===== config.mk =====
export PLATFORM = sky130hd
export DESIGN_NAME = rom_block_a_decode
export DESIGN_NICKNAME = d
export VERILOG_FILES = /design/src/hdl/rom_block_a_pkg.sv /design/src/hdl/rom_block_a_decode.sv /design/src/hdl/strap_capture.sv
export VERILOG_INCLUDE_DIRS = /design/src /design/src/hdl
export SDC_FILE = /design/constraint.sdc
export NUM_CORES = 1
export LEC_CHECK = 0
export BUFFER_PORTS_ARGS = -buffer_cell sky130_fd_sc_hd__buf_4
export CORE_ASPECT_RATIO = 0.7
export CORE_UTILIZATION = 51
export CTS_BUF_LIST = sky130_fd_sc_hd__clkbuf_16
export CTS_CLUSTER_SIZE = 28
export DETAILED_ROUTE_END_ITERATION = 7
export PLACE_DENSITY = 0.95
export SLEW_MARGIN = 20
export SYNTH_ARGS = -nofsm -noshare
export SYNTH_HDL_FRONTEND = slang
export SYNTH_SLANG_ARGS = --single-unit

===== constraint.sdc =====
create_clock -name sys_clk -period 4.15 [get_ports sys_clk]
set_input_delay 0.415 -clock sys_clk [delete_from_list [all_inputs] [get_ports sys_clk]]
set_output_delay 0.415 -clock sys_clk [all_outputs]
set_load 0.05 [all_outputs]

===== src/hdl/rom_block_a_params.svh =====
// Constants for the boot ROM block A decoder: offsets, fields, resets, codes
`ifndef ROM_BLOCK_A_PARAMS_SVH
`define ROM_BLOCK_A_PARAMS_SVH

// ----------------------------------------------------------------------------
// Register address
// ----------------------------------------------------------------------------
`define BLKA_REG_ADDR 32'hFEF80050
`define BLKA_WORD_LSB 2

// ----------------------------------------------------------------------------
// Field positions inside the base/size word
// ----------------------------------------------------------------------------
`define BLKA_BASE_MSB 31
`define BLKA_BASE_LSB 20
`define BLKA_WIDE_BIT 19
`define BLKA_SIZE_MSB 18
`define BLKA_SIZE_LSB 16
`define BLKA_VEC_BIT 2
`define BLKA_EN_BIT 1
`define BLKA_WE_BIT 0

// ----------------------------------------------------------------------------
// Reset values
// ----------------------------------------------------------------------------
`define BLKA_BASE_RESET 12'hFF0
`define BLKA_SIZE_RESET 3'h0
`define BLKA_EN_RESET 1'b1
`define BLKA_WE_RESET 1'b0

// ----------------------------------------------------------------------------
// Decode constants
// ----------------------------------------------------------------------------
`define BLKA_ADDR_MSB 31
`define BLKA_ADDR_LSB 20
`define BLKA_VECTOR_WINDOW 12'hFFF
`define BLKA_BASE_FULL_MASK 12'hFFF
`define BLKA_SIZE_RESERVED 3'h7
`define BLKA_OFFSET_MIN_MASK 26'h00FFFFF
`define BLKA_OFFSET_MSB 25
`define BLKA_MIN_SIZE_BITS 20
`define BLKA_SIZE_CODES 6
`define BLKA_XFER_BYTE 6'h01
`define BLKA_XFER_WORD 6'h04
`define BLKA_ALIGN_ZERO 2'h0

// ----------------------------------------------------------------------------
// AXI4-Lite response codes
// ----------------------------------------------------------------------------
`define AXI_RESP_OKAY 2'h0
`define AXI_RESP_SLVERR 2'h2

`endif


===== src/hdl/rom_block_a_pkg.sv =====
// Types shared by the boot ROM block A decoder files
package rom_block_a_pkg;

    // Source of the top 1 Mbyte window, one-hot
    typedef enum logic [2:0] {
        VEC_NONE = 3'b001,
        VEC_A = 3'b010,
        VEC_B = 3'b100
    } vector_source_e;

    typedef logic [2:0] size_code_t;
    typedef logic [11:0] base_field_t;
    typedef logic [25:0] block_offset_t;

endpackage


===== src/hdl/rom_block_a_decode.sv =====
// Boot ROM block A: base/size register, address decode and write qualification
//
// Summary of operation
// - Compare 12-bit base against processor address bits 20-31 for block hits.
// - Larger sizes ignore low base bits; block starts at multiple of size.
// - Base field loads FF0 hex on power-up and local bus reset.
// - A vector set, B clear: first Mbyte of A also at FFF00000.
// - Vector bits pick top window source: none, A, or B overriding A.
// - Power-up reset loads A vector bit from its strap, not inverted.
// - Width bit clear means 8-bit block, set means 32-bit block.
// - Width bit captures its strap at power-up; software cannot change it.
// - Size codes 000..110 decode 1 to 64 Mbytes; 111 reserved.
// - Programmed range answers only while the enable bit is set.
// - Narrow takes byte writes, wide aligned word writes; others unanswered.
// - Permitted write with write-enable clear ends normally, no ROM write.
//
// Decided for this implementation: the AXI4-Lite interface to the registers.
`timescale 1ns/1ps
`default_nettype none
`include "rom_block_a_params.svh"

module rom_block_a_decode
    import rom_block_a_pkg::*;
(
    input wire logic sys_clk,
    input wire logic sys_rst,
    input wire logic localRst,
    input wire logic vector_strap_input,
    input wire logic width_strap_input,
    input wire logic block_b_vector_select,
    // AXI4-Lite register slave
    input wire logic [31:0] s_axi_awaddr,
    input wire logic s_axi_awvalid,
    output logic s_axi_awready,
    input wire logic [31:0] s_axi_wdata,
    input wire logic [3:0] s_axi_wstrb,
    input wire logic s_axi_wvalid,
    output logic s_axi_wready,
    output logic [1:0] s_axi_bresp,
    output logic s_axi_bvalid,
    input wire logic s_axi_bready,
    input wire logic [31:0] s_axi_araddr,
    input wire logic s_axi_arvalid,
    output logic s_axi_arready,
    output logic [31:0] s_axi_rdata,
    output logic [1:0] s_axi_rresp,
    output logic s_axi_rvalid,
    input wire logic s_axi_rready,
    // Processor bus request
    input wire logic procValid,
    input wire logic procWrite,
    input wire logic [31:0] procAddr,
    input wire logic [5:0] procSize,
    // Decode answer, one cycle after the request
    output logic accessAck,
    output logic romReadStrobe,
    output logic romWriteStrobe,
    output logic vectorWindowHit,
    output logic [25:0] romOffset,
    output logic blockWide
);

    // ------------------------------------------------------------------------
    // Helpers
    // ------------------------------------------------------------------------

    // Base compare mask: one more low bit ignored per size step
    function automatic base_field_t baseMask(input size_code_t siz);
        baseMask = `BLKA_BASE_FULL_MASK << siz;
    endfunction

    // Offset mask inside the block: 1 Mbyte shifted up by the size code
    function automatic block_offset_t offsetMask(input size_code_t siz);
        block_offset_t m;
        m = `BLKA_OFFSET_MIN_MASK;
        for (int i = 0; i < `BLKA_SIZE_CODES; i++) begin
            if (i < int'(siz)) begin
                m[`BLKA_MIN_SIZE_BITS + i] = 1'b1;
            end
        end
        offsetMask = m;
    endfunction

    // ------------------------------------------------------------------------
    // Strap capture
    // ------------------------------------------------------------------------

    logic vectorStrapValue;
    logic vectorStrapLoad;
    logic widthStrapValue;
    logic widthStrapLoad;

    strap_capture vectorStrap (
        .sys_clk(sys_clk),
        .sys_rst(sys_rst),
        .strapPin(vector_strap_input),
        .strapValue(vectorStrapValue),
        .strapLoad(vectorStrapLoad),
        .strapDone()
    );

    strap_capture widthStrap (
        .sys_clk(sys_clk),
        .sys_rst(sys_rst),
        .strapPin(width_strap_input),
        .strapValue(widthStrapValue),
        .strapLoad(widthStrapLoad),
        .strapDone()
    );

    // ------------------------------------------------------------------------
    // Register fields
    // ------------------------------------------------------------------------

    base_field_t blockBase;
    size_code_t blockSize;
    logic blockWidth;
    logic vectorSelect;
    logic blockEnable;
    logic writeEnable;
    logic regWrite;
    logic [31:0] writeWord;
    logic [31:0] regImage;

    // Register image as software sees it; unused bits read zero
    always_comb begin
        regImage = 32'h0000_0000;
        regImage[`BLKA_BASE_MSB:`BLKA_BASE_LSB] = blockBase;
        regImage[`BLKA_WIDE_BIT] = blockWidth;
        regImage[`BLKA_SIZE_MSB:`BLKA_SIZE_LSB] = blockSize;
        regImage[`BLKA_VEC_BIT] = vectorSelect;
        regImage[`BLKA_EN_BIT] = blockEnable;
        regImage[`BLKA_WE_BIT] = writeEnable;
    end

    // Base: both resets restore the boot location
    always_ff @(posedge sys_clk) begin
        if (sys_rst || localRst) begin
            blockBase <= `BLKA_BASE_RESET;
        end else if (regWrite) begin
            blockBase <= writeWord[`BLKA_BASE_MSB:`BLKA_BASE_LSB];
        end
    end

    // Size, enable and write enable
    always_ff @(posedge sys_clk) begin
        if (sys_rst) begin
            blockSize <= `BLKA_SIZE_RESET;
            blockEnable <= `BLKA_EN_RESET;
            writeEnable <= `BLKA_WE_RESET;
        end else if (regWrite) begin
            blockSize <= writeWord[`BLKA_SIZE_MSB:`BLKA_SIZE_LSB];
            blockEnable <= writeWord[`BLKA_EN_BIT];
            writeEnable <= writeWord[`BLKA_WE_BIT];
        end
    end

    // Vector bit: strap at power-up, then software may change it
    always_ff @(posedge sys_clk) begin
        if (sys_rst) begin
            vectorSelect <= 1'b0;
        end else if (vectorStrapLoad) begin
            vectorSelect <= vectorStrapValue;
        end else if (regWrite) begin
            vectorSelect <= writeWord[`BLKA_VEC_BIT];
        end
    end

    // Width bit: taken from the strap only, writes never reach it
    always_ff @(posedge sys_clk) begin
        if (sys_rst) begin
            blockWidth <= 1'b0;
        end else if (widthStrapLoad) begin
            blockWidth <= widthStrapValue;
        end
    end

    // ------------------------------------------------------------------------
    // AXI4-Lite write channel
    // ------------------------------------------------------------------------

    logic awHeld;
    logic wHeld;
    logic [31:0] awAddrHeld;
    logic [31:0] wDataHeld;
    logic [3:0] wStrbHeld;
    logic writeHit;

    assign writeHit = (awAddrHeld[31:`BLKA_WORD_LSB] == `BLKA_REG_ADDR >> `BLKA_WORD_LSB);
    assign regWrite = awHeld && wHeld && !s_axi_bvalid && writeHit;

    // Merge the byte lanes into the current image
    always_comb begin
        writeWord = regImage;
        for (int b = 0; b < 4; b++) begin
            if (wStrbHeld[b]) begin
                writeWord[b * 8 +: 8] = wDataHeld[b * 8 +: 8];
            end
        end
    end

    // Address and data are taken independently, in either order
    always_ff @(posedge sys_clk) begin
        if (sys_rst) begin
            awHeld <= 1'b0;
            awAddrHeld <= 32'h0000_0000;
            s_axi_awready <= 1'b1;
        end else if (s_axi_awvalid && s_axi_awready) begin
            awHeld <= 1'b1;
            awAddrHeld <= s_axi_awaddr;
            s_axi_awready <= 1'b0;
        end else if (awHeld && wHeld && !s_axi_bvalid) begin
            awHeld <= 1'b0;
        end else if (s_axi_bvalid && s_axi_bready) begin
            s_axi_awready <= 1'b1;
        end
    end

    always_ff @(posedge sys_clk) begin
        if (sys_rst) begin
            wHeld <= 1'b0;
            wDataHeld <= 32'h0000_0000;
            wStrbHeld <= 4'h0;
            s_axi_wready <= 1'b1;
        end else if (s_axi_wvalid && s_axi_wready) begin
            wHeld <= 1'b1;
            wDataHeld <= s_axi_wdata;
            wStrbHeld <= s_axi_wstrb;
            s_axi_wready <= 1'b0;
        end else if (awHeld && wHeld && !s_axi_bvalid) begin
            wHeld <= 1'b0;
        end else if (s_axi_bvalid && s_axi_bready) begin
            s_axi_wready <= 1'b1;
        end
    end

    // Response once both halves are in; unmapped addresses get SLVERR
    always_ff @(posedge sys_clk) begin
        if (sys_rst) begin
            s_axi_bvalid <= 1'b0;
            s_axi_bresp <= `AXI_RESP_OKAY;
        end else if (awHeld && wHeld && !s_axi_bvalid) begin
            s_axi_bvalid <= 1'b1;
            s_axi_bresp <= writeHit ? `AXI_RESP_OKAY : `AXI_RESP_SLVERR;
        end else if (s_axi_bready) begin
            s_axi_bvalid <= 1'b0;
        end
    end

    // ------------------------------------------------------------------------
    // AXI4-Lite read channel
    // ------------------------------------------------------------------------

    // One read at a time; the data word is registered at acceptance
    always_ff @(posedge sys_clk) begin
        if (sys_rst) begin
            s_axi_arready <= 1'b1;
            s_axi_rvalid <= 1'b0;
            s_axi_rdata <= 32'h0000_0000;
            s_axi_rresp <= `AXI_RESP_OKAY;
        end else if (s_axi_arvalid && s_axi_arready) begin
            s_axi_arready <= 1'b0;
            s_axi_rvalid <= 1'b1;
            if (s_axi_araddr[31:`BLKA_WORD_LSB] == `BLKA_REG_ADDR >> `BLKA_WORD_LSB) begin
                s_axi_rdata <= regImage;
                s_axi_rresp <= `AXI_RESP_OKAY;
            end else begin
                s_axi_rdata <= 32'h0000_0000;
                s_axi_rresp <= `AXI_RESP_SLVERR;
            end
        end else if (s_axi_rvalid && s_axi_rready) begin
            s_axi_rvalid <= 1'b0;
            s_axi_arready <= 1'b1;
        end
    end

    // ------------------------------------------------------------------------
    // Address decode
    // ------------------------------------------------------------------------

    vector_source_e vectorSource;
    logic inWindow;
    logic rangeHit;
    logic blockHit;
    logic writeAllowed;
    block_offset_t next_romOffset;

    // Window source; B wins whenever its bit is set
    always_comb begin
        case ({vectorSelect, block_b_vector_select})
            2'b10: vectorSource = VEC_A;
            2'b01: vectorSource = VEC_B;
            2'b11: vectorSource = VEC_B;
            default: vectorSource = VEC_NONE;
        endcase
    end

    assign inWindow = (procAddr[`BLKA_ADDR_MSB:`BLKA_ADDR_LSB] == `BLKA_VECTOR_WINDOW);

    // Base match over upper address bits, low bits masked by size
    assign rangeHit = blockEnable && (blockSize != `BLKA_SIZE_RESERVED)
        && (((procAddr[`BLKA_ADDR_MSB:`BLKA_ADDR_LSB] ^ blockBase) & baseMask(blockSize)) == 12'h000);

    // The window belongs to B when B is the source, so A stays out of it
    always_comb begin
        case (vectorSource)
            VEC_A: blockHit = inWindow || rangeHit;
            VEC_B: blockHit = !inWindow && rangeHit;
            VEC_NONE: blockHit = rangeHit;
            default: blockHit = 1'b0;
        endcase
    end

    // Narrow block takes bytes, wide block takes aligned words
    always_comb begin
        if (blockWidth) begin
            writeAllowed = (procSize == `BLKA_XFER_WORD) && (procAddr[1:0] == `BLKA_ALIGN_ZERO);
        end else begin
            writeAllowed = (procSize == `BLKA_XFER_BYTE);
        end
    end

    // Offset into the block; window accesses with A as source land in its first Mbyte
    always_comb begin
        if (inWindow && (vectorSource == VEC_A)) begin
            next_romOffset = procAddr[`BLKA_OFFSET_MSB:0] & `BLKA_OFFSET_MIN_MASK;
        end else begin
            next_romOffset = procAddr[`BLKA_OFFSET_MSB:0] & offsetMask(blockSize);
        end
    end

    // ------------------------------------------------------------------------
    // Bus answer
    // ------------------------------------------------------------------------

    // Registered answer; a refused write simply never sees an acknowledge
    always_ff @(posedge sys_clk) begin
        if (sys_rst) begin
            accessAck <= 1'b0;
            romReadStrobe <= 1'b0;
            romWriteStrobe <= 1'b0;
        end else begin
            accessAck <= 1'b0;
            romReadStrobe <= 1'b0;
            romWriteStrobe <= 1'b0;
            if (procValid && blockHit) begin
                if (!procWrite) begin
                    accessAck <= 1'b1;
                    romReadStrobe <= 1'b1;
                end else if (writeAllowed) begin
                    accessAck <= 1'b1;
                    romWriteStrobe <= writeEnable;
                end
            end
        end
    end

    // Offset and window flag follow each request for the device side
    always_ff @(posedge sys_clk) begin
        if (sys_rst) begin
            romOffset <= 26'h0000000;
            vectorWindowHit <= 1'b0;
        end else if (procValid) begin
            romOffset <= next_romOffset;
            vectorWindowHit <= blockHit && inWindow;
        end
    end

    // Width seen by the ROM data path
    always_ff @(posedge sys_clk) begin
        if (sys_rst) begin
            blockWide <= 1'b0;
        end else begin
            blockWide <= blockWidth;
        end
    end

endmodule

`default_nettype wire


===== src/hdl/strap_capture.sv =====
// Strap sampler: three-flop synchroniser, one capture after power-up reset
`timescale 1ns/1ps
`default_nettype none

module strap_capture
    import rom_block_a_pkg::*;
(
    input wire logic sys_clk,
    input wire logic sys_rst,
    input wire logic strapPin,
    output logic strapValue,
    output logic strapLoad,
    output logic strapDone
);

    logic syncA;
    logic syncB;
    logic syncC;

    // Synchroniser chain; the first stage feeds only the second
    always_ff @(posedge sys_clk) begin
        syncA <= strapPin;
        syncB <= syncA;
        syncC <= syncB;
    end

    // Capture once, after release, when the last two stages agree
    always_ff @(posedge sys_clk) begin
        if (sys_rst) begin
            strapValue <= 1'b0;
            strapLoad <= 1'b0;
            strapDone <= 1'b0;
        end else begin
            strapLoad <= 1'b0;
            if (!strapDone && (syncB == syncC)) begin
                strapValue <= syncC;
                strapLoad <= 1'b1;
                strapDone <= 1'b1;
            end
        end
    end

endmodule

`default_nettype wire


After elaboration in Yosys (flattened, before gate mapping). Cells that the tools add are included.

Bits in registers: 173. Output and inout port bits: 72.

Magnitude comparators: 6. Eq/ne operators: 16. Shifts and indexed selects: 1. Muxes and demuxes: 40. Bitwise logic cells: 6. Reduce and logical (&&, ||, !) cells: 42.

Operator list (count): 30-bit equality test, second input constant (2); 1-bit two-way mux (33); 32-bit two-way mux (1); 26-bit AND (1); 26-bit two-way mux (1); 1-bit logical AND (17); 2-bit nonzero test (8); 12-bit AND (1); 12-bit equality test, second input constant (1); 12-bit logical NOT (1); 2-bit AND reduction (6); 12-bit by 3-bit left shift with 12-bit output, first input constant (1); 12-bit bitwise XOR (1); 6-bit by 1-bit equality test with 1-bit output, second input constant (1); 6-bit by 3-bit equality test with 1-bit output, second input constant (1); 1-bit by 3-bit < comparator with 1-bit output, first input constant (2); 2-bit by 3-bit < comparator with 1-bit output, first input constant (2); 3-bit < comparator, first input constant (2); 3-bit one-hot mux with 2 select lines (1); 2-bit equality test, second input constant (2); 1-bit logical NOT (4); 2-bit two-way mux (2); 2-bit by 1-bit != test with 1-bit output, second input constant (2); 2-bit OR reduction (2); 12 further kinds (16).

Longest topological paths before layout.
Depth after elaboration: 9. Depth in mapped cells: 6. Mapped depth without buffers: 5.

Hierarchy. A second synthesis with hierarchy kept.

Cells, all modules: 588. Area, all modules: 5360.1 µm².

By module, submodules not included: rom_block_a_decode (times used 1, cells an instance 560, area each 5032.3 µm²); strap_capture (times used 2, cells an instance 14, area each 163.9 µm²).

Worst setup path before layout. No wires, ideal clock.

Path kind: register to register. Start point: register s_axi_arready. End point: register s_axi_rdata[17]. Setup time: 0.066 ns. Data arrival time: 1.993 ns. Path slack: 2.091 ns. Cell stages (with the launch flop): 7. Clock period less this slack: 2.059 ns. Cell sequence: dfxtp_1 > nand2_1 > or4_1 > nor4_1 > clkbuf_1 > a22oi_1 > nor2_1.

Longest elaborated chain between the ends: 1.

RTL lines: start: declaration (line rom_block_a_decode.sv:44) `output logic s_axi_arready,`; start signal: assignment (line rom_block_a_decode.sv:257) `s_axi_arready <= 1'b1;`; start signal: assignment (line rom_block_a_decode.sv:262) `s_axi_arready <= 1'b0;`; start signal: assignment (line rom_block_a_decode.sv:273) `s_axi_arready <= 1'b1;`; 1-bit logical AND (line rom_block_a_decode.sv:261) `end else if (s_axi_arvalid && s_axi_arready) begin`; end signal: assignment (line rom_block_a_decode.sv:265) `s_axi_rdata <= regImage;`; end: declaration (line rom_block_a_decode.sv:45) `output logic [31:0] s_axi_rdata,`.

Every way passes these cells. A chain may end at the register's enable or synchronous reset.

Worst setup path in the final report.
Start point: register s_axi_arready. End point: register s_axi_rdata[27].

Same word-level chain as after synthesis.

==> metrics.txt <==
Mean Syn Cell Area=8.87 um^2; Detail Placement HPWL=10400 um; slowest stage delay, CP=670 ps; CP arrival=2640 ps; post-CTS setup buffer count=0; Seq/Total Area, Yosys=52.8%; commonest non-fill, non-tap cell in the layout=buf_4; Final Setup Violations=0; largest net degree at the start of global routing=77; Placement Setup Slack=1760 ps; # nets final=927; Seq cells post-synth=141; critical path type=flop to flop; initial DRC count=306; CTS root buf=clkbuf_16; Seq. cell area=0.00282 mm^2; status=completed; I/O Pins=223; I/O Buffers=188; PD cells=447 mW/mm^2; RSZ-0062 raised after global routing=no; Hold Crit Class=input port to flop; DR vias=4956; Worst-Skew Late Latency=410 ps; largest area contributor in the netlist=dfxtp_1; fillers=721; Max Fclk=0.434 GHz; die height=87.6 um; share of cells above drive strength 1=28.0%; Hold Fails Final Rpt=0; final worst slack=1840 ps; CP max FO=22; YS warnings=0; Cell Rows=30; Mapped Area=0.00534 mm^2; Slew @ Worst Pin=986 ps; CTS tree=done; number of synthesized flops with an enable pin=0; post-synthesis cell type count=45; clock skew=20.1 ps; GR Overflow Total=0; gpl congestion=0.868; Rel. slew slack=34.3%; Synth area leaders=dfxtp_1, nand2_1, a21oi_1, mux2i_1, nor2_1; fin area=0.00731 mm^2; Placed Area=0.00674 mm^2; first-pass iteration count of the detailed router=4; most frequent cells in the layout=buf_4, dfxtp_1, nand2_1; Startpoint Class=flop; initial antenna violation count=0; Antenna Cells=0; worst-case vdd ir drop=0.313 mV; Clock Pin Slew Worst Setup and Hold Paths=50 ps; Overall Global Routing Usage=26.0%; post-CTS sizing=0; Final period util=55.6%; multi-input logic area=0.00230 mm^2; crit path time final=2310 ps; die width=124 um; H-Tree Depth=4; Hold Buf Count CTS=0; Leakage Power=0.00327 uW; setup TNS=0 ps; critical path cell sequence=nand2_1 > or4_1 > nor4_2 > buf_4 > a22oi_1 > nor2_1; CTS sink count=141; Via density=5.40; Antenna Nets Post-Route=0; core box area=0.00995 mm^2; max-cap violations=0; drt wl/cell=15.6 um; Main synth FF type=dfxtp_1; top cell type's share of synthesized area=52.8%; Setup crit end kind=flop; Slew Limit Fails=0; die footprint=0.0109 mm^2; Post-synth ARST share=0%; Inserted Clock Buffers=17; vias in the first global route=4903; clock buffer depth=2; Worst EP required=4480 ps; DRC errors left=0; routed wire length=14300 um; Starting Density=53.7%; slowest CP cell=or4_1; Tot Pwr=3270 uW; P&R area growth vs syn=36.8%; Mapped Cells=602; first-pass GRT wire length=22600 um
[per-stage QoR]
step                      util, %  instances  hold WS, ps
after floorplan                 -        616          310
after global placement       67.8        885          316
after detailed placement     67.8        885          320
after CTS                    73.5        917         93.8
after global routing         73.5        917         98.9
final                        73.5        917          108
[worst max-delay path: cells and delay by family, from the launching register on]
family                 cells  cell delay [ps]
AND/OR/NAND/NOR            4             1440
flip-flops                 1              370
buffers and inverters      1              300
AO/OA/AOI/OAI              1              110
[routing by layer]
layer	up-vias	part of all wire, %	routed length (um)	GRT usage [%]
met5	-	0	0	0
met4	0	2.5	355	11.3
met3	36	7.1	1010	7.76
met2	201	51	7310	46.9
met1	2335	39	5610	28.9
li1	2384	-	-	-
[kinds of logic (layout without fill, tap and decap cells)]
kind of cell    after synthesis  in the layout  synth area share (%)
buf+inv                      57            230                  5.13
compound gates              114            114                  12.7
mux                          33             33                  6.18
other cells                   1             15                0.0702
flops                       141            141                  52.8
simple gates                242            242                  20.8
xor+xnor                     14             14                  2.30
[synthesized netlist by cell type, drive strengths merged (5+ instances only)]
master	number
a21oi	67
a22oi	21
buf	24
clkbuf	25
dfxtp	141
inv	8
mux2i	33
nand2	131
nand3	7
nand4	12
nor2	48
nor2b	5
nor3	13
nor4	5
o21ai	11
xnor2	11
[worst paths after layout]
| kind | from | cells past startpoint | end | slack, ps |
|---|---|---|---|---|
| setup reg to reg | s_axi_arready | 6 | s_axi_rdata[27] | 1840 |
| hold / removal | vector_strap_input | 1 | vectorStrap.syncA | 110 |
| setup / recovery | s_axi_arready | 6 | s_axi_rdata[27] | 1840 |
| hold reg to reg | widthStrap.syncA | 0 | widthStrap.syncB | 330 |
[flip-flops by register name, indices dropped and copies added, names as in the netlist, 3 cells and up]
register,flops
s_axi_rdata,19
wStrbHeld,3
awAddrHeld,30
blockSize,3
romOffset,26
wDataHeld,18
blockBase,12
[final cells by class]
class | count | area share (%)
inverter | 8 | 0.411
multi-input combinational | 418 | 31.5
tap | 128 | 2.19
clock inverter | 15 | 1.90
sequential | 141 | 38.6
timing repair buffer | 190 | 19.5
clock buffer | 17 | 5.82
[where the power goes]
group / total (uW) / internal, uW / switching, uW
Clock: 1440 / 920 / 523
Sequential: 1450 / 1410 / 36.6
Combinational: 376 / 153 / 223
No activity file was read; power rests on OpenSTA's default activity.
